<file path="config.mk">
export PLATFORM = sky130hd
export DESIGN_NAME = mbe_memory_bus_controller
export DESIGN_NICKNAME = d
export VERILOG_FILES = /design/src/mbe_pkg.sv /design/src/mbe_capture.sv /design/src/mbe_memory_bus_controller.sv /design/src/mbe_report.sv
export SDC_FILE = /design/constraint.sdc
export NUM_CORES = 1
export LEC_CHECK = 0
export ABC_AREA = 1
export ABC_CLOCK_PERIOD_IN_PS = 1600
export CAP_MARGIN = 40
export CORE_AREA = 2 2 352 354
export DETAILED_ROUTE_END_ITERATION = 10
export DIE_AREA = 0 0 354 356
export DONT_BUFFER_PORTS = 1
export PLACE_DENSITY = 0.37
export SLEW_MARGIN = 20
export SYNTH_ARGS = -nofsm -noshare
export SYNTH_HDL_FRONTEND = slang
export SYNTH_SLANG_ARGS = --single-unit
</file>
<file path="constraint.sdc">
create_clock -name sys_clk -period 1.6 [get_ports sys_clk]
set_input_delay 0 -clock sys_clk [delete_from_list [all_inputs] [get_ports sys_clk]]
set_output_delay 0 -clock sys_clk [all_outputs]
set_load 0.01 [all_outputs]
</file>
<file path="src/mbe_pkg.sv">
// Shared constants and carrier types for the memory bus error capture block
`default_nettype none
package mbe_pkg;
	// ========================================
	// Instances
	localparam int NUM_INST = 5;
	localparam int INST_MST = 0;
	localparam int INST_A0  = 1;
	localparam int INST_A1  = 2;
	localparam int INST_B0  = 3;
	localparam int INST_B1  = 4;
	// ========================================
	// Widths
	localparam int ADDR_W = 28;
	localparam int DATA_W = 32;
	localparam int REG_W  = 16;
	localparam int RSEL_W = 24;
	localparam int RGN_W  = 4;
	localparam int LANE_W = 4;
	localparam int PORT_W = 3;
	// ========================================
	// Field positions
	localparam int CSR_LANE_LO  = 0;
	localparam int CSR_PORT_LO  = 10;
	localparam int DSR_NMI_BIT  = 14;
	localparam int ERR_RGN_LO   = 0;
	localparam int RSEL_AMEM_LO = 8;
	localparam int RSEL_BMEM_LO = 12;
	localparam int RSEL_REG_LO  = 20;
	// ========================================
	// Reset values
	localparam logic [REG_W-1:0]  CSR_RST  = 16'h0000;
	localparam logic [REG_W-1:0]  DSR_RST  = 16'h0000;
	localparam logic [REG_W-1:0]  ERR_RST  = 16'h0000;
	localparam logic [RSEL_W-1:0] RSEL_RST = 24'h00_0000;
	// ========================================
	// Types
	typedef enum logic [1:0] {
		MBE_NONE,
		MBE_NXM,
		MBE_APAR,
		MBE_WPAR
	} mbe_kind_t;

	typedef struct packed {
		logic              valid;
		mbe_kind_t         kind;
		logic              refresh;
		logic [ADDR_W-1:0] addr;
		logic [RGN_W-1:0]  region;
		logic [DATA_W-1:0] data;
		logic [LANE_W-1:0] lanes;
		logic              port_vld;
		logic [PORT_W-1:0] port;
	} mbe_event_t;

	typedef struct packed {
		logic              valid;
		mbe_kind_t         kind;
		logic              refresh;
		logic [ADDR_W-1:0] addr;
		logic [DATA_W-1:0] data;
		logic [LANE_W-1:0] lanes;
		logic [RGN_W-1:0]  region_mem;
		logic [RGN_W-1:0]  region_reg;
		logic              region_amb;
	} mbe_capt_t;

	// ========================================
	// An error is taken when nothing is held, or when the hold is released now
	function automatic logic accepts(input mbe_event_t ev, input logic held, input logic clr);
		accepts = ev.valid && (ev.kind != MBE_NONE) && (!held || clr);
	endfunction : accepts
endpackage : mbe_pkg
`default_nettype wire

</file>
<file path="src/mbe_capture.sv">
// Per-instance error capture: address, data, kind, byte lanes and region
`default_nettype none
module mbe_capture #(
	parameter int INST = 0
) (
	// Clock and reset
	input  wire logic                       sys_clk,
	input  wire logic                       rstn,
	// Error event and firmware release
	input  wire mbe_pkg::mbe_event_t        err_ev,
	input  wire logic                       err_clr,
	input  wire logic [mbe_pkg::RSEL_W-1:0] rsel,
	// Captured record
	output var   mbe_pkg::mbe_capt_t        capt_r
);
	mbe_pkg::mbe_capt_t capt_nxt;
	logic               parity;

	always_comb begin
		capt_nxt = capt_r;
		parity   = (err_ev.kind == mbe_pkg::MBE_APAR) || (err_ev.kind == mbe_pkg::MBE_WPAR);
		if (mbe_pkg::accepts(err_ev, capt_r.valid, err_clr)) begin
			// New error wins over a release in the same cycle
			capt_nxt.valid      = 1'b1;
			capt_nxt.kind       = err_ev.kind;
			capt_nxt.refresh    = err_ev.refresh;
			capt_nxt.addr       = err_ev.addr;
			capt_nxt.data       = err_ev.data;
			capt_nxt.lanes      = (err_ev.kind == mbe_pkg::MBE_WPAR) ? err_ev.lanes : 4'h0;
			capt_nxt.region_reg = 4'h0;
			capt_nxt.region_amb = 1'b0;
			if (INST == mbe_pkg::INST_MST) begin
				capt_nxt.region_mem = err_ev.region;
			end else if (INST >= mbe_pkg::INST_B0 && !parity) begin
				capt_nxt.region_mem = rsel[mbe_pkg::RSEL_BMEM_LO +: mbe_pkg::RGN_W];
			end else begin
				capt_nxt.region_mem = rsel[mbe_pkg::RSEL_AMEM_LO +: mbe_pkg::RGN_W];
				if (parity && !err_ev.refresh) begin
					// Memory or register space: hardware cannot tell, both are kept
					capt_nxt.region_reg = rsel[mbe_pkg::RSEL_REG_LO +: mbe_pkg::RGN_W];
					capt_nxt.region_amb = 1'b1;
				end
			end
		end else if (err_clr) begin
			capt_nxt = '0;
		end
	end

	always_ff @(posedge sys_clk or negedge rstn) begin
		if (!rstn) begin
			capt_r <= '0;
		end else begin
			capt_r <= capt_nxt;
		end
	end
endmodule : mbe_capture
`default_nettype wire

</file>
<file path="src/mbe_memory_bus_controller.sv">
// Memory bus controller error capture: master and four cache module instances
`default_nettype none
// Operation
// Group B nonexistent memory: latch address, region from select bits 12-15.
// Every detected error stores its transfer data word in the capture; an error arriving while a capture is held is dropped unless released in that cycle.
// Port involved in an error goes to master status bits 10-12.
// Report by NMI or interrupt; status bit 14 set only for NMI.
// Master address or write parity error: latch address, region bits 0-3.
// Master write parity error marks failing byte lanes in status bits 0-3.
// Group A refresh parity error: latch address, region from select bits 8-11.
// Group A access parity: region bits 8-11 or 20-23, indistinguishable.
// Group A write parity error marks byte lanes in own status bits 0-3.
// Each instance detects and distinguishes the three error kinds.
// Captured information stays stable until firmware clears the error.
module mbe_memory_bus_controller (
	// Clock and reset
	input  wire logic                                       sys_clk,
	input  wire logic                                       rstn,
	// Error events, one per instance
	input  wire mbe_pkg::mbe_event_t [mbe_pkg::NUM_INST-1:0] err_ev,
	// Firmware release of each capture
	input  wire logic [mbe_pkg::NUM_INST-1:0]               err_clr,
	// Firmware configuration
	input  wire logic                                       rsel_wr,
	input  wire logic [mbe_pkg::RSEL_W-1:0]                 rsel_wdata,
	input  wire logic                                       cfg_nmi_sel,
	// Captures
	output wire  mbe_pkg::mbe_capt_t [mbe_pkg::NUM_INST-1:0] capt,
	// Master registers
	output logic [mbe_pkg::RSEL_W-1:0]                      region_select_reg_r,
	output logic [mbe_pkg::REG_W-1:0]                       controller_ctrl_status_r,
	output logic [mbe_pkg::REG_W-1:0]                       diag_status_r,
	output logic [mbe_pkg::REG_W-1:0]                       error_region_r,
	// Group A status registers
	output logic [mbe_pkg::REG_W-1:0]                       cache_group_a_first_csr_r,
	output logic [mbe_pkg::REG_W-1:0]                       cache_group_a_second_csr_r,
	// Interrupts
	output logic                                            nmi_r,
	output logic                                            controller_interrupt_r
);
	// ========================================
	// Capture instances
	logic [mbe_pkg::NUM_INST-1:0] acc;
	logic                         any_acc;
	logic                         any_held;
	logic                         path_nmi;

	genvar gi;
	generate
		for (gi = 0; gi < mbe_pkg::NUM_INST; gi++) begin : g_inst
			assign acc[gi] = mbe_pkg::accepts(err_ev[gi], capt[gi].valid, err_clr[gi]);
			mbe_capture #(
				.INST(gi)
			) u_capt (
				.sys_clk (sys_clk),
				.rstn    (rstn),
				.err_ev  (err_ev[gi]),
				.err_clr (err_clr[gi]),
				.rsel    (region_select_reg_r),
				.capt_r  (capt[gi])
			);
		end
	endgenerate

	always_comb begin
		any_acc  = |acc;
		any_held = 1'b0;
		for (int i = 0; i < mbe_pkg::NUM_INST; i++) begin
			any_held = any_held | capt[i].valid;
		end
	end

	// ========================================
	// Reporting
	mbe_report u_report (
		.sys_clk     (sys_clk),
		.rstn        (rstn),
		.any_accept  (any_acc),
		.any_held    (any_held),
		.cfg_nmi_sel (cfg_nmi_sel),
		.nmi_r       (nmi_r),
		.irq_r       (controller_interrupt_r),
		.path_nmi_r  (path_nmi)
	);

	// ========================================
	// Region select register
	logic [mbe_pkg::RSEL_W-1:0] rsel_nxt;

	always_comb begin
		rsel_nxt = region_select_reg_r;
		if (rsel_wr) begin
			rsel_nxt = rsel_wdata;
		end
	end

	always_ff @(posedge sys_clk or negedge rstn) begin
		if (!rstn) begin
			region_select_reg_r <= mbe_pkg::RSEL_RST;
		end else begin
			region_select_reg_r <= rsel_nxt;
		end
	end

	// ========================================
	// Master control/status: byte lanes and port field
	logic [mbe_pkg::REG_W-1:0] csr_nxt;
	logic                      port_held_r;
	logic                      port_held_nxt;

	// Lane decode shared by the master and both group A registers
	function automatic logic [mbe_pkg::LANE_W-1:0] capt_lanes(input mbe_pkg::mbe_event_t ev);
		capt_lanes = (ev.kind == mbe_pkg::MBE_WPAR) ? ev.lanes : 4'h0;
	endfunction : capt_lanes

	always_comb begin
		csr_nxt       = controller_ctrl_status_r;
		port_held_nxt = port_held_r;
		if (acc[mbe_pkg::INST_MST]) begin
			csr_nxt[mbe_pkg::CSR_LANE_LO +: mbe_pkg::LANE_W] =
				capt_lanes(err_ev[mbe_pkg::INST_MST]);
		end
		// First port-carrying error holds the field; lowest instance wins a tie
		if (!port_held_r) begin
			for (int i = mbe_pkg::NUM_INST - 1; i >= 0; i--) begin
				if (acc[i] && err_ev[i].port_vld) begin
					csr_nxt[mbe_pkg::CSR_PORT_LO +: mbe_pkg::PORT_W] = err_ev[i].port;
					port_held_nxt = 1'b1;
				end
			end
		end else if (!any_held && !any_acc) begin
			port_held_nxt = 1'b0;
		end
	end

	always_ff @(posedge sys_clk or negedge rstn) begin
		if (!rstn) begin
			controller_ctrl_status_r <= mbe_pkg::CSR_RST;
			port_held_r              <= 1'b0;
		end else begin
			controller_ctrl_status_r <= csr_nxt;
			port_held_r              <= port_held_nxt;
		end
	end

	// ========================================
	// Diagnostic status: report path flag
	logic [mbe_pkg::REG_W-1:0] dsr_nxt;

	always_comb begin
		dsr_nxt = diag_status_r;
		// Path flag follows the report line one cycle later, through a second register
		dsr_nxt[mbe_pkg::DSR_NMI_BIT] = path_nmi;
	end

	always_ff @(posedge sys_clk or negedge rstn) begin
		if (!rstn) begin
			diag_status_r <= mbe_pkg::DSR_RST;
		end else begin
			diag_status_r <= dsr_nxt;
		end
	end

	// ========================================
	// Master error region
	logic [mbe_pkg::REG_W-1:0] ereg_nxt;
	logic                      mst_par;

	always_comb begin
		ereg_nxt = error_region_r;
		mst_par  = (err_ev[mbe_pkg::INST_MST].kind == mbe_pkg::MBE_APAR) ||
			(err_ev[mbe_pkg::INST_MST].kind == mbe_pkg::MBE_WPAR);
		// Nonexistent-memory errors leave the last parity region in place
		if (acc[mbe_pkg::INST_MST] && mst_par) begin
			ereg_nxt[mbe_pkg::ERR_RGN_LO +: mbe_pkg::RGN_W] =
				err_ev[mbe_pkg::INST_MST].region;
		end
	end

	always_ff @(posedge sys_clk or negedge rstn) begin
		if (!rstn) begin
			error_region_r <= mbe_pkg::ERR_RST;
		end else begin
			error_region_r <= ereg_nxt;
		end
	end

	// ========================================
	// Group A status registers: byte lanes
	logic [mbe_pkg::REG_W-1:0] acsr0_nxt;
	logic [mbe_pkg::REG_W-1:0] acsr1_nxt;

	always_comb begin
		acsr0_nxt = cache_group_a_first_csr_r;
		acsr1_nxt = cache_group_a_second_csr_r;
		if (acc[mbe_pkg::INST_A0]) begin
			acsr0_nxt[mbe_pkg::CSR_LANE_LO +: mbe_pkg::LANE_W] =
				capt_lanes(err_ev[mbe_pkg::INST_A0]);
		end
		if (acc[mbe_pkg::INST_A1]) begin
			acsr1_nxt[mbe_pkg::CSR_LANE_LO +: mbe_pkg::LANE_W] =
				capt_lanes(err_ev[mbe_pkg::INST_A1]);
		end
	end

	always_ff @(posedge sys_clk or negedge rstn) begin
		if (!rstn) begin
			cache_group_a_first_csr_r  <= mbe_pkg::CSR_RST;
			cache_group_a_second_csr_r <= mbe_pkg::CSR_RST;
		end else begin
			cache_group_a_first_csr_r  <= acsr0_nxt;
			cache_group_a_second_csr_r <= acsr1_nxt;
		end
	end
endmodule : mbe_memory_bus_controller
`default_nettype wire

</file>
<file path="src/mbe_report.sv">
// Reporting path: non-maskable or ordinary interrupt and the path flag
`default_nettype none
module mbe_report (
	// Clock and reset
	input  wire logic sys_clk,
	input  wire logic rstn,
	// Events
	input  wire logic any_accept,
	input  wire logic any_held,
	input  wire logic cfg_nmi_sel,
	// Report
	output logic      nmi_r,
	output logic      irq_r,
	output logic      path_nmi_r
);
	logic nmi_nxt;
	logic irq_nxt;
	logic path_nmi_nxt;

	always_comb begin
		nmi_nxt      = nmi_r;
		irq_nxt      = irq_r;
		path_nmi_nxt = path_nmi_r;
		if (any_accept) begin
			nmi_nxt      = nmi_r | cfg_nmi_sel;
			irq_nxt      = irq_r | !cfg_nmi_sel;
			path_nmi_nxt = cfg_nmi_sel;
		end else if (!any_held) begin
			// Lines drop once firmware has released every capture
			nmi_nxt = 1'b0;
			irq_nxt = 1'b0;
		end
	end

	always_ff @(posedge sys_clk or negedge rstn) begin
		if (!rstn) begin
			nmi_r      <= 1'b0;
			irq_r      <= 1'b0;
			path_nmi_r <= 1'b0;
		end else begin
			nmi_r      <= nmi_nxt;
			irq_r      <= irq_nxt;
			path_nmi_r <= path_nmi_nxt;
		end
	end
endmodule : mbe_report
`default_nettype wire
</file>
Word level (Yosys, flattened, before mapping)
Cells that the tools add are included.
{ "classes": {"bitwise_logic": 7, "eq_ne": 11, "reduce_logical": 56, "muxes": 38} }
{ "op_table": {"columns": ["cell", "n"], "rows": [
  ["2-to-1 mux 77 bit", 10],
  ["2-to-1 mux 5 bit", 6],
  ["2-to-1 mux 4 bit", 7],
  ["logical AND 1 bit", 21],
  ["equality test 2 bit, second input constant", 10],
  ["nonzero test 2 bit", 10],
  ["2-to-1 mux 3 bit", 5],
  ["zero test 1 bit", 12],
  ["logical OR 1 bit", 10],
  ["2-to-1 mux 1 bit", 10],
  ["bitwise OR 1 bit", 6],
  ["nonzero test 5 bit", 1],
  ["OR reduction 5 bit", 1],
  ["inequality test 2 bit, second input constant", 1],
  ["AND reduction 2 bit", 1],
  ["inverter 1 bit", 1]
]} }
{ "totals": {"wordCells": 168, "ff_bits": 433, "input_bits": 413, "out_inout_bits": 491} }

Depth between registers and ports, before layout
Gate-level depths: netlist of run 1.
{ "logic_depth": {"word_depth": 10, "ltp_mapped": 10, "depth_no_buf": 10} }

Cells and area by module
From an unflattened synthesis of run 1, not the netlist that was laid out.
{ "hier_totals": {"hier_cells": 2077, "area_unflattened_um2": 18285.0} }
{ "modules_own_cells": {"columns": ["mod", "cells_per_inst", "area_per_inst_um2", "seq_area_each_um2", "n_inst"], "rows": [
  ["mbe_capture at g_inst[3].u_capt ...", 370, 3173.0, 1926.8, 2],
  ["mbe_capture at g_inst[1].u_capt ...", 358, 3151.8, 1926.8, 2],
  ["mbe_capture at g_inst[0].u_capt", 331, 2930.3, 1801.7, 1],
  ["mbe_memory_bus_controller", 278, 2592.5, 1126.1, 1],
  ["mbe_report", 12, 112.6, 75.1, 1]
]} }

Worst setup path before layout of run 1
No wires, ideal clock.
{ "synth_timing": {"path_kind": "register to register", "start": "reg g_inst[0].u_capt.capt_r[76] (netlist name)", "end": "reg g_inst[0].u_capt.capt_r[31] (netlist name)", "required_ns": 1.482, "setup_ns": 0.118, "arrival_ns": 1.236, "stages_incl_launch_ff": 9, "slack_ns": 0.246, "synth_period_minus_slack_ns": 1.354, "path_cell_list": "dfrtp_1 > inv_1 > nor2_1 > nor2_2 > inv_2 > buf_2 > buf_2 > nand3_1 > nand2_1"} }
{ "synth_between": {"elab_chain_cells": 4, "elab_cells_between_ends": 5, "cone_classes": "1 x mux; 4 x reduce/logical"} }
{ "synth_lines": {"columns": ["element", "line_no", "source"], "rows": [
  ["from (decl)", "mbe_capture.sv:14", "output var mbe_pkg::mbe_capt_t capt_r"],
  ["from (signal assigned)", "mbe_capture.sv:53", "capt_r <= capt_nxt;"],
  ["zero test 1 bit *", "mbe_pkg.sv:72", "accepts = ev.valid && (ev.kind != MBE_NONE) && (!held || clr);"],
  ["logical OR 1 bit *", "mbe_pkg.sv:72", null],
  ["logical AND 1 bit *", "mbe_pkg.sv:72", null],
  ["2-to-1 mux 77 bit / nonzero test 2 bit (equally long branches)", null, null]
]} }
Mark *: on every way between the ends. The rest lies on a longest branch, timed or not.
A chain may end at the register's enable or synchronous reset.

Worst setup path after layout of run 1
{ "layout_timing": {"start": "reg g_inst[1].u_capt.capt_r[76] (netlist name)", "end": "reg g_inst[1].u_capt.capt_r[75] (netlist name)"} }
{ "layout_between": {"elab_chain_cells": 4, "elab_cells_between_ends": 5, "cone_classes": "1 x mux; 4 x reduce/logical"} }
{ "layout_lines": {"columns": ["element", "line_no"], "rows": [
  ["from (decl)", "mbe_capture.sv:14"],
  ["from (signal assigned)", "mbe_capture.sv:53"],
  ["zero test 1 bit *", "mbe_pkg.sv:72"],
  ["logical OR 1 bit *", "mbe_pkg.sv:72"],
  ["logical AND 1 bit *", "mbe_pkg.sv:72"],
  ["2-to-1 mux 77 bit / nonzero test 2 bit (equally long branches)", null]
]} }
Marks and branches as above.

==> flow_summary.rst, run 1 <==
.. list-table::
   :header-rows: 1

   * - Metric
     - Value
   * - Outcome
     - finished with violations
   * - Violations in the final reports
     - hold timing, slew limit
   * - Antenna violations before repair
     - 16
   * - Setup TNS
     - 0 ns
   * - Maximum buffer depth of the clock tree
     - 3
   * - Xor-xnor portion of the synthesized cell area
     - 0%
   * - Most frequent standard cell in the layout excluding fill and tap cells
     - sky130_fd_sc_hd__nand2_1
   * - Clock tree from TritonCTS
     - done
   * - Die height
     - roughly 360 um
   * - Cell area after synthesis
     - 0.0174 mm2
   * - Synthesized netlist cell count
     - 1,919
   * - Total via count after detailed routing
     - ~16,000
   * - Count of endpoints failing setup in the final report
     - 0
   * - Port buffer count
     - 0
   * - Vias per cell
     - 3.77
   * - Root Buffer
     - sky130_fd_sc_hd__clkbuf_16
   * - Hold Violations, Final
     - 428
   * - Pre-Repair DR Iteration Count
     - 5
   * - Fraction of the yosys area taken by sequential cells
     - about three fifths
   * - Layout cell share with drive strength beyond 1
     - 8.99%
   * - Pre-CTS setup slack
     - -0.00958 ns
   * - Transition time of the tightest slew-check pin
     - 1.59 ns
   * - Fmax
     - around 670 MHz
   * - Post-Synth Simple-Gate Area
     - 28.0%
   * - Adder-cell share of the synthesized area
     - 0%
   * - Share of the synthesized area in compound gates (AO/OA/AOI/OAI)
     - 2.35%
   * - Critical Path Most Common Cell
     - sky130_fd_sc_hd__nand2_1
   * - Remaining Overflow, GRT
     - 0
   * - Yosys cell types
     - 23
   * - Placer Congestion
     - 0.779
   * - Required time reported for the critical path endpoint
     - around 2.2 ns
   * - Multiplexer fraction of the synthesized cell area
     - 1.03%
   * - CTS sink cnt
     - 428
   * - Number of DRC violations after detailed-routing iteration 0
     - 1,226
   * - Dominant cell type by area after synthesis
     - sky130_fd_sc_hd__dfrtp_1
   * - Final core area utilization
     - 22.5%
   * - # nets final
     - 2,960
   * - Startpoint class of the critical path
     - register
   * - Slowest CP cell
     - sky130_fd_sc_hd__dfrtp_1
   * - Die area
     - between 0.1 and 0.15 mm2
   * - Pin count of the biggest net entering global routing
     - 429
   * - Top cells by area in the synthesized netlist
     - sky130_fd_sc_hd__dfrtp_1 (62%), sky130_fd_sc_hd__nand2_1 (15%), sky130_fd_sc_hd__nand3_1 (11%)
   * - Clk Latency, worst-skew pair
     - around 0.62 ns
   * - Clock slew at reported path FFs
     - 0.06 ns
   * - Synth-to-layout area growth
     - 58.8%
   * - Design Power
     - just under 30 mW
   * - Power per standard cell area
     - 1070 mW/mm2
   * - Placeable core region
     - 0.123 mm2
   * - Std-Cell Rows
     - 129
   * - Largest fanout of any net on the critical path
     - 26
   * - Hold WS
     - -0.908 ns
   * - Type of the worst setup path
     - register to register
   * - Kind of end point of the critical path
     - register
   * - Number of top-level design ports
     - 904
   * - Initial cell density of the core
     - about 14%
   * - Largest voltage drop on the vdd net
     - 0.000681 V
   * - Hpwl dp
     - 57.3 mm
   * - Yosys Warn Count
     - 0
   * - Highest-count cells in the layout ignoring fill and taps
     - sky130_fd_sc_hd__nand2_1 (708), sky130_fd_sc_hd__dlygate4sd3_1 (600), sky130_fd_sc_hd__dfrtp_1 (427), sky130_fd_sc_hd__nand3_1 (394), sky130_fd_sc_hd__conb_1 (65)
   * - Final cycle utilization of the critical path
     - 92.8%
   * - DIE WIDTH
     - 354 um
   * - Worst Setup Slack, final
     - 0.115 ns
   * - Total global-route track usage
     - 12.4%
   * - Main combinational cell family by area after synthesis
     - simple AND/OR/NAND/NOR gates
   * - Setup repair after global routing missed its margin
     - true
   * - Cell leakage power
     - 13.4 nW
   * - Largest incremental delay on the critical path
     - 0.37 ns
   * - Worst slew slack as a fraction of its limit
     - -5.71%
   * - Worst min-delay path class
     - primary input to async pin
   * - Layout Skew
     - 0.0185 ns
   * - Syn_area_per_cell
     - 9.07 um2
   * - Critical-path cell list
     - nand2_1, nand2_4, buf_4, inv_2, buf_12, buf_4, nand2_1, nand2_1
   * - Depth of the CTS H-tree
     - 2
   * - Via count of the first global-routing pass
     - 16,500
   * - Final critical path time including I/O delays and setup
     - 1.48 ns
   * - # Max-Cap Violations
     - 0
   * - Total count of max-transition violations in the final report
     - between 70 and 80
   * - Family with the most delay on the worst path
     - buffers and inverters
   * - Share of the synthesized area in the top cell type
     - 61.5%
   * - Drt drc
     - 0
   * - Routed wire per std cell
     - 19.4 um
   * - Critical path arrival
     - between 2 and 2.5 ns
   * - First-pass GRT wire length
     - around 120 mm
   * - Routed wire length
     - around 82 mm
   * - Final antenna-violating net count
     - 0
   * - CTS buffer count
     - 54
   * - Register bit total from synthesis
     - 428
   * - Critical path buffers and inverters
     - 4
metal layers:
layer	share of wire, %	wire length, um	up-vias	GRT usage, %
met5	0.029	24	-	0
met4	3.6	2990	4	4.80
met3	9.2	7600	132	4.39
met2	47	38500	723	20.1
met1	40	33100	7786	15.1
li1	-	-	7328	-
power by group:
group / switching [mW] / internal [mW] / leakage [nW]
Clock: 5.13 / 7.37 / 0.909
Combinational: 2.04 / 1.92 / 6.87
Sequential: 1.44 / 11.8 / 5.58
Total: 8.61 / 21.1 / 13.4
synthesized netlist by cell type, drive strengths merged:
library cell / instances
a21oi: 2
buf: 140
clkbuf: 45
conb: 1
dfrtp: 428
inv: 60
mux2: 16
nand2: 715
nand3: 404
nand4: 5
nor2: 25
o21a: 1
o21ai: 76
o21bai: 1
cells by family after synthesis:
family / Yosys count
AOI/OAI and AO/OA: 80
buffers and inverters: 245
DFF: 428
muxes: 16
other: 1
and+or+nand+nor: 1149
worst register-to-register path: cells and delay by family, from the launching register on:
family / cells / cell delay (ns)
buffers and inverters: 4 / 0.73
DFF: 1 / 0.37
and+or+nand+nor: 4 / 0.31
metrics by stage:
stage          instance area, um2  std cells
6_report                    27600       4234
5_1_grt                     27600       4231
4_1_cts                     27500       4223
3_5_place_dp                19700       3522
3_3_place_gp                19600       3519
2_1_floorplan               17600       1983
path summary, 6_finish.rpt:
| path | slack (ns) | startpoint | end | depth (start not counted) |
|---|---|---|---|---|
| max | 0.12 | g_inst[1].u_capt.capt_r[76]$_DFFE_PN0P_ | g_inst[1].u_capt.capt_r[75]$_DFFE_PN0P_ | 8 |
| min | -0.91 | rstn | g_inst[0].u_capt.capt_r[55]$_DFFE_PN0P_ | 0 |
| max reg2reg | 0.12 | g_inst[1].u_capt.capt_r[76]$_DFFE_PN0P_ | g_inst[1].u_capt.capt_r[75]$_DFFE_PN0P_ | 8 |
| min reg2reg | 0.49 | u_report.path_nmi_r$_DFFE_PN0P_ | diag_status_r[14]$_DFF_PN0_ | 0 |
| max in group asynchronous | 1.25 | rstn | g_inst[2].u_capt.capt_r[58]$_DFFE_PN0P_ | 0 |
| min in group sys_clk | 0.06 | err_ev[175] | g_inst[2].u_capt.capt_r[28]$_DFFE_PN0P_ | 3 |
sequential cells by signal, indices dropped and copies added, names as in the netlist:
signal and flops:
cache_group_a_first_csr_r 4, cache_group_a_second_csr_r 4, controller_ctrl_status_r 7, diag_status_r 1, error_region_r 4, g_inst.u_capt.capt_r 380, port_held_r 1, region_select_reg_r 24
u_report.irq_r 1, u_report.nmi_r 1, u_report.path_nmi_r 1
final cells by class:
cell class	count	area (um2)
fill	13300	95000
timing repair buffer	693	7060
inverter	60	229
sequential	428	10700
clock inverter	19	134
clock buffer	81	1680
antenna	6	15.0
tap	1637	2050
multi-input combinational	1310	5770
what timing repair did:
action	4_1_cts	5_1_grt
cloned	1	0
pin swaps	0	2
buffers inserted	0	4
hold endpoints to repair	851	429
setup endpoints to repair	9	38
resized for setup	3	16
hold buffers	600	1
Note: power is estimated with default switching activity, not from simulation.
==> run 2: changes to the inputs <==
Settings changed: ABC_AREA 1 to unset, CORE_AREA 2 2 352 354 to 2 2 348 350, DIE_AREA 0 0 354 356 to 0 0 350 352, PLACE_DENSITY 0.37 to 0.38.
==> run 2 against run 1 <==
  * The flow finishes with violations (hold timing, setup timing)
  * Cell count fell by 3.3%
  * Maximum frequency shrank 14%
  * Critical path depth decreased by 3
  * Synthesized cell count decreased by 3.6%
  * Critical path type unchanged
  * First-iteration DRC count decreased by 10%
  * Hold slack got worse by 0.035 ns
  * Combinational power hardly changed
  * Clock skew increased by 0.015 ns
  * Synthesized area increased by 4.0%
  * Largest power group unchanged
  * Largest cell class unchanged
  * Die area down 2.2%
  * Global-route usage decreased by 0.30 points
  * Clock power is essentially flat
==> flow_summary.rst, run 2 <==
.. list-table::
   :header-rows: 1

   * - Metric
     - Value
   * - Main combinational cell family by area after synthesis
     - simple AND/OR/NAND/NOR gates
   * - Via count of the first global-routing pass
     - 16,000
   * - Number of DRC violations after detailed-routing iteration 0
     - about 1,100
   * - Layout Skew
     - 0.0339 ns
   * - Final cycle utilization of the critical path
     - 108%
   * - Port buffer count
     - 0
   * - Syn_area_per_cell
     - 9.79 um2
   * - Type of the worst setup path
     - register to register
   * - Kind of end point of the critical path
     - register
   * - # nets final
     - 2,844
   * - Cell leakage power
     - 12.4 nW
   * - Root Buffer
     - sky130_fd_sc_hd__clkbuf_16
   * - Die area
     - roughly 0.12 mm2
   * - Top cells by area in the synthesized netlist
     - sky130_fd_sc_hd__dfrtp_1 (59%), sky130_fd_sc_hd__nand2_1 (10%), sky130_fd_sc_hd__nand2b_1 (7.5%)
   * - Fillers
     - 12,700
   * - Power per standard cell area
     - 1050 mW/mm2
   * - Register bit total from synthesis
     - 428
   * - Final critical path time including I/O delays and setup
     - 1.73 ns
   * - Outcome
     - finished with violations
   * - Fraction of the yosys area taken by sequential cells
     - 59.1%
   * - Synth-to-layout area growth
     - 56.6%
   * - Share of the synthesized area in compound gates (AO/OA/AOI/OAI)
     - 8.50%
   * - Pin count of the biggest net entering global routing
     - 429
   * - Worst Setup Slack, final
     - -0.132 ns
   * - Placer Congestion
     - 0.797
   * - Worst slew slack as a fraction of its limit
     - between 20% and 30%
   * - Dominant cell type by area after synthesis
     - sky130_fd_sc_hd__dfrtp_1
   * - Yosys Warn Count
     - 0
   * - Library cell with the highest instance count after synthesis
     - sky130_fd_sc_hd__nand2_1
   * - Fmax
     - ~580 MHz
   * - Die height
     - 352 um
   * - Number of flip-flops in the largest register
     - 380
   * - Routed wire length
     - 80.1 mm
   * - Drt drc
     - 0
   * - Depth of the CTS H-tree
     - 2
   * - Cell area after layout
     - 0.0284 mm2
   * - Remaining Overflow, GRT
     - 0
   * - Pre-CTS setup slack
     - -0.202 ns
   * - Yosys cell types
     - 41
   * - Post-Synth Simple-Gate Area
     - 24.6%
   * - DIE WIDTH
     - 350 um
   * - Required time reported for the critical path endpoint
     - 2.09 ns
   * - Std-Cell Rows
     - 127
   * - Adder-cell share of the synthesized area
     - 0%
   * - Worst min-delay path class
     - primary input to async pin
   * - Most frequent standard cell in the layout excluding fill and tap cells
     - sky130_fd_sc_hd__dlygate4sd3_1
   * - CTS sink cnt
     - 428
   * - Count of endpoints failing setup in the final report
     - 3
   * - Largest fanout of any net on the critical path
     - 4
   * - Maximum buffer depth of the clock tree
     - 3
   * - Total global-route track usage
     - 12.1%
   * - Transition time of the tightest slew-check pin
     - 1.11 ns
   * - Ys flop type
     - sky130_fd_sc_hd__dfrtp_1
   * - Number of top-level design ports
     - 904
   * - Total count of max-transition violations in the final report
     - 0
   * - Violations in the final reports
     - hold timing, setup timing
   * - First-pass GRT wire length
     - 112 mm
   * - Antenna violations before repair
     - 14
   * - CTS buffer count
     - between 50 and 60
   * - Commonest cells post-synth
     - sky130_fd_sc_hd__nand2_1 (489), sky130_fd_sc_hd__dfrtp_1 (428), sky130_fd_sc_hd__o21ai_0 (218)
   * - Biggest register
     - g_inst.u_capt.capt_r
   * - Critical path arrival
     - 2.22 ns
   * - Hold Violations, Final
     - 505
   * - Hpwl dp
     - about 53 mm
   * - Regs by FF count
     - g_inst.u_capt.capt_r (380), region_select_reg_r (24), controller_ctrl_status_r (7)
   * - Multiplexer fraction of the synthesized cell area
     - 2.10%
   * - Pre-Repair DR Iteration Count
     - 5
   * - Initial cell density of the core
     - 15.2%
   * - Vias per cell
     - 3.77
   * - Final antenna-violating net count
     - 0
   * - Total via count after detailed routing
     - between 15,000 and 20,000
   * - Placeable core region
     - around 0.12 mm2
   * - Share of flip-flops with an asynchronous set or reset
     - 100%
   * - Hold WS
     - -0.943 ns
   * - Clock tree from TritonCTS
     - done
   * - Number of enable flip-flop cells after synthesis
     - 0
   * - Startpoint class of the critical path
     - register
   * - Layout cell share with drive strength beyond 1
     - 10.4%
   * - Largest voltage drop on the vdd net
     - 0.000678 V
   * - Setup repair after global routing missed its margin
     - true
   * - Synthesized netlist cell count
     - 1,850
   * - Xor-xnor portion of the synthesized cell area
     - 0%
   * - Placed standard-cell area
     - 0.0203 mm2
   * - Share of the synthesized area in the top cell type
     - 59.1%
   * - # Max-Cap Violations
     - 0
   * - Clk Latency, worst-skew pair
     - 0.64 ns
   * - Highest-count cells in the layout ignoring fill and taps
     - sky130_fd_sc_hd__dlygate4sd3_1 (547), sky130_fd_sc_hd__nand2_1 (485), sky130_fd_sc_hd__dfrtp_1 (423), sky130_fd_sc_hd__nand2b_1 (214), sky130_fd_sc_hd__o21ai_0 (205)
   * - Routed wire per std cell
     - about 20 um
   * - Clock slew at reported path FFs
     - 0.06 ns
   * - Cell area after synthesis
     - around 0.018 mm2
==> run 2: changes by cell type after synthesis, moves of 8 or more <==
cell,previous run,this run
sky130_fd_sc_hd__a22o_1,0,16
sky130_fd_sc_hd__a32o_1,0,8
sky130_fd_sc_hd__nand2_1,713,489
sky130_fd_sc_hd__clkbuf_1,45,91
sky130_fd_sc_hd__nand3_1,400,100
sky130_fd_sc_hd__nand3b_1,0,76
sky130_fd_sc_hd__inv_1,54,7
sky130_fd_sc_hd__o21ai_0,59,218
sky130_fd_sc_hd__buf_1,31,16
sky130_fd_sc_hd__mux2i_1,0,11
sky130_fd_sc_hd__nor2_1,22,6
sky130_fd_sc_hd__nand2b_1,0,217
sky130_fd_sc_hd__buf_2,38,21
sky130_fd_sc_hd__mux2_2,16,24
==> run 2: what timing repair did <==
item	CTS	global route
endpoints found under the setup margin	142	143
setup buffers	7	5
hold buffers	546	4
gates resized for setup	15	44
pin swaps	9	6
cloned	2	10
endpoints found under the hold margin	855	507
==> run 2: metal layers <==
metal | vias up | track usage, % | routed length [um]
met1 | 7536 | 14.4 | 32300
met3 | 103 | 4.39 | 7140
met4 | 4 | 3.14 | 1780
met5 | - | 0 | 30
met2 | 652 | 20.4 | 38800
li1 | 7117 | - | -
==> run 2: metrics by stage <==
stage	TNS [ns]	std cells	utilization [%]	power [mW]
detailed placement	-10.09	3413	17.0	15.8
global route	-0.730	4090	23.8	31.4
finish	-0.341	4093	23.8	29.9
floorplan	-0.695	1914	-	14.6
CTS	-0.400	4066	23.3	30.2
global placement	-8.28	3413	17.0	15.8
==> run 2: kinds of logic after synthesis <==
logic type	after synthesis
AND/OR/NAND/NOR	910
AO/OA/AOI/OAI	275
multiplexers	35
other	1
buffers and inverters	201
flip-flops	428
==> run 2: worst max-delay path: stages (launching register included) <==
cell and delay, ns:
sky130_fd_sc_hd__dfrtp_1 0.38, sky130_fd_sc_hd__nor2b_4 0.13, sky130_fd_sc_hd__or3b_4 0.39, sky130_fd_sc_hd__a211o_1 0.32, sky130_fd_sc_hd__a222oi_1 0.27, sky130_fd_sc_hd__mux2i_1 0.11
==> run 2: final cells by class <==
type	instances	area (um2)	share of cell area [%]
Clock inverter	17	224	0.790
Clock buffer	82	1620	5.70
Multi-Input combinational cell	1285	6770	23.9
Sequential cell	428	10700	37.8
Inverter	8	30.0	0.106
Antenna cell	6	15.0	0.0529
Tap cell	1612	2020	7.11
Timing Repair Buffer	655	6970	24.6
==> run 2: worst paths after layout <==
kind / startpoint / end / slack (ns) / cells after the start
max: g_inst[3].u_capt.capt_r[76]$_DFFE_PN0P_ / controller_ctrl_status_r[10]$_DFFE_PN0P_ / -0.13 / 5
min: rstn / region_select_reg_r[7]$_DFFE_PN0P_ / -0.94 / 0
max reg2reg: g_inst[3].u_capt.capt_r[76]$_DFFE_PN0P_ / controller_ctrl_status_r[10]$_DFFE_PN0P_ / -0.13 / 5
min reg2reg: u_report.path_nmi_r$_DFFE_PN0P_ / diag_status_r[14]$_DFF_PN0_ / 0.40 / 0
max in group asynchronous: rstn / g_inst[3].u_capt.capt_r[3]$_DFFE_PN0P_ / 1.63 / 0
min in group sys_clk: err_clr[3] / g_inst[3].u_capt.capt_r[49]$_DFFE_PN0P_ / -0.46 / 2
==> run 2: where the power goes <==
| part | internal (mW) | switching [mW] |
|---|---|---|
| combinational | 2.11 | 1.86 |
| sequential | 11.8 | 1.45 |
| clock | 7.45 | 5.21 |
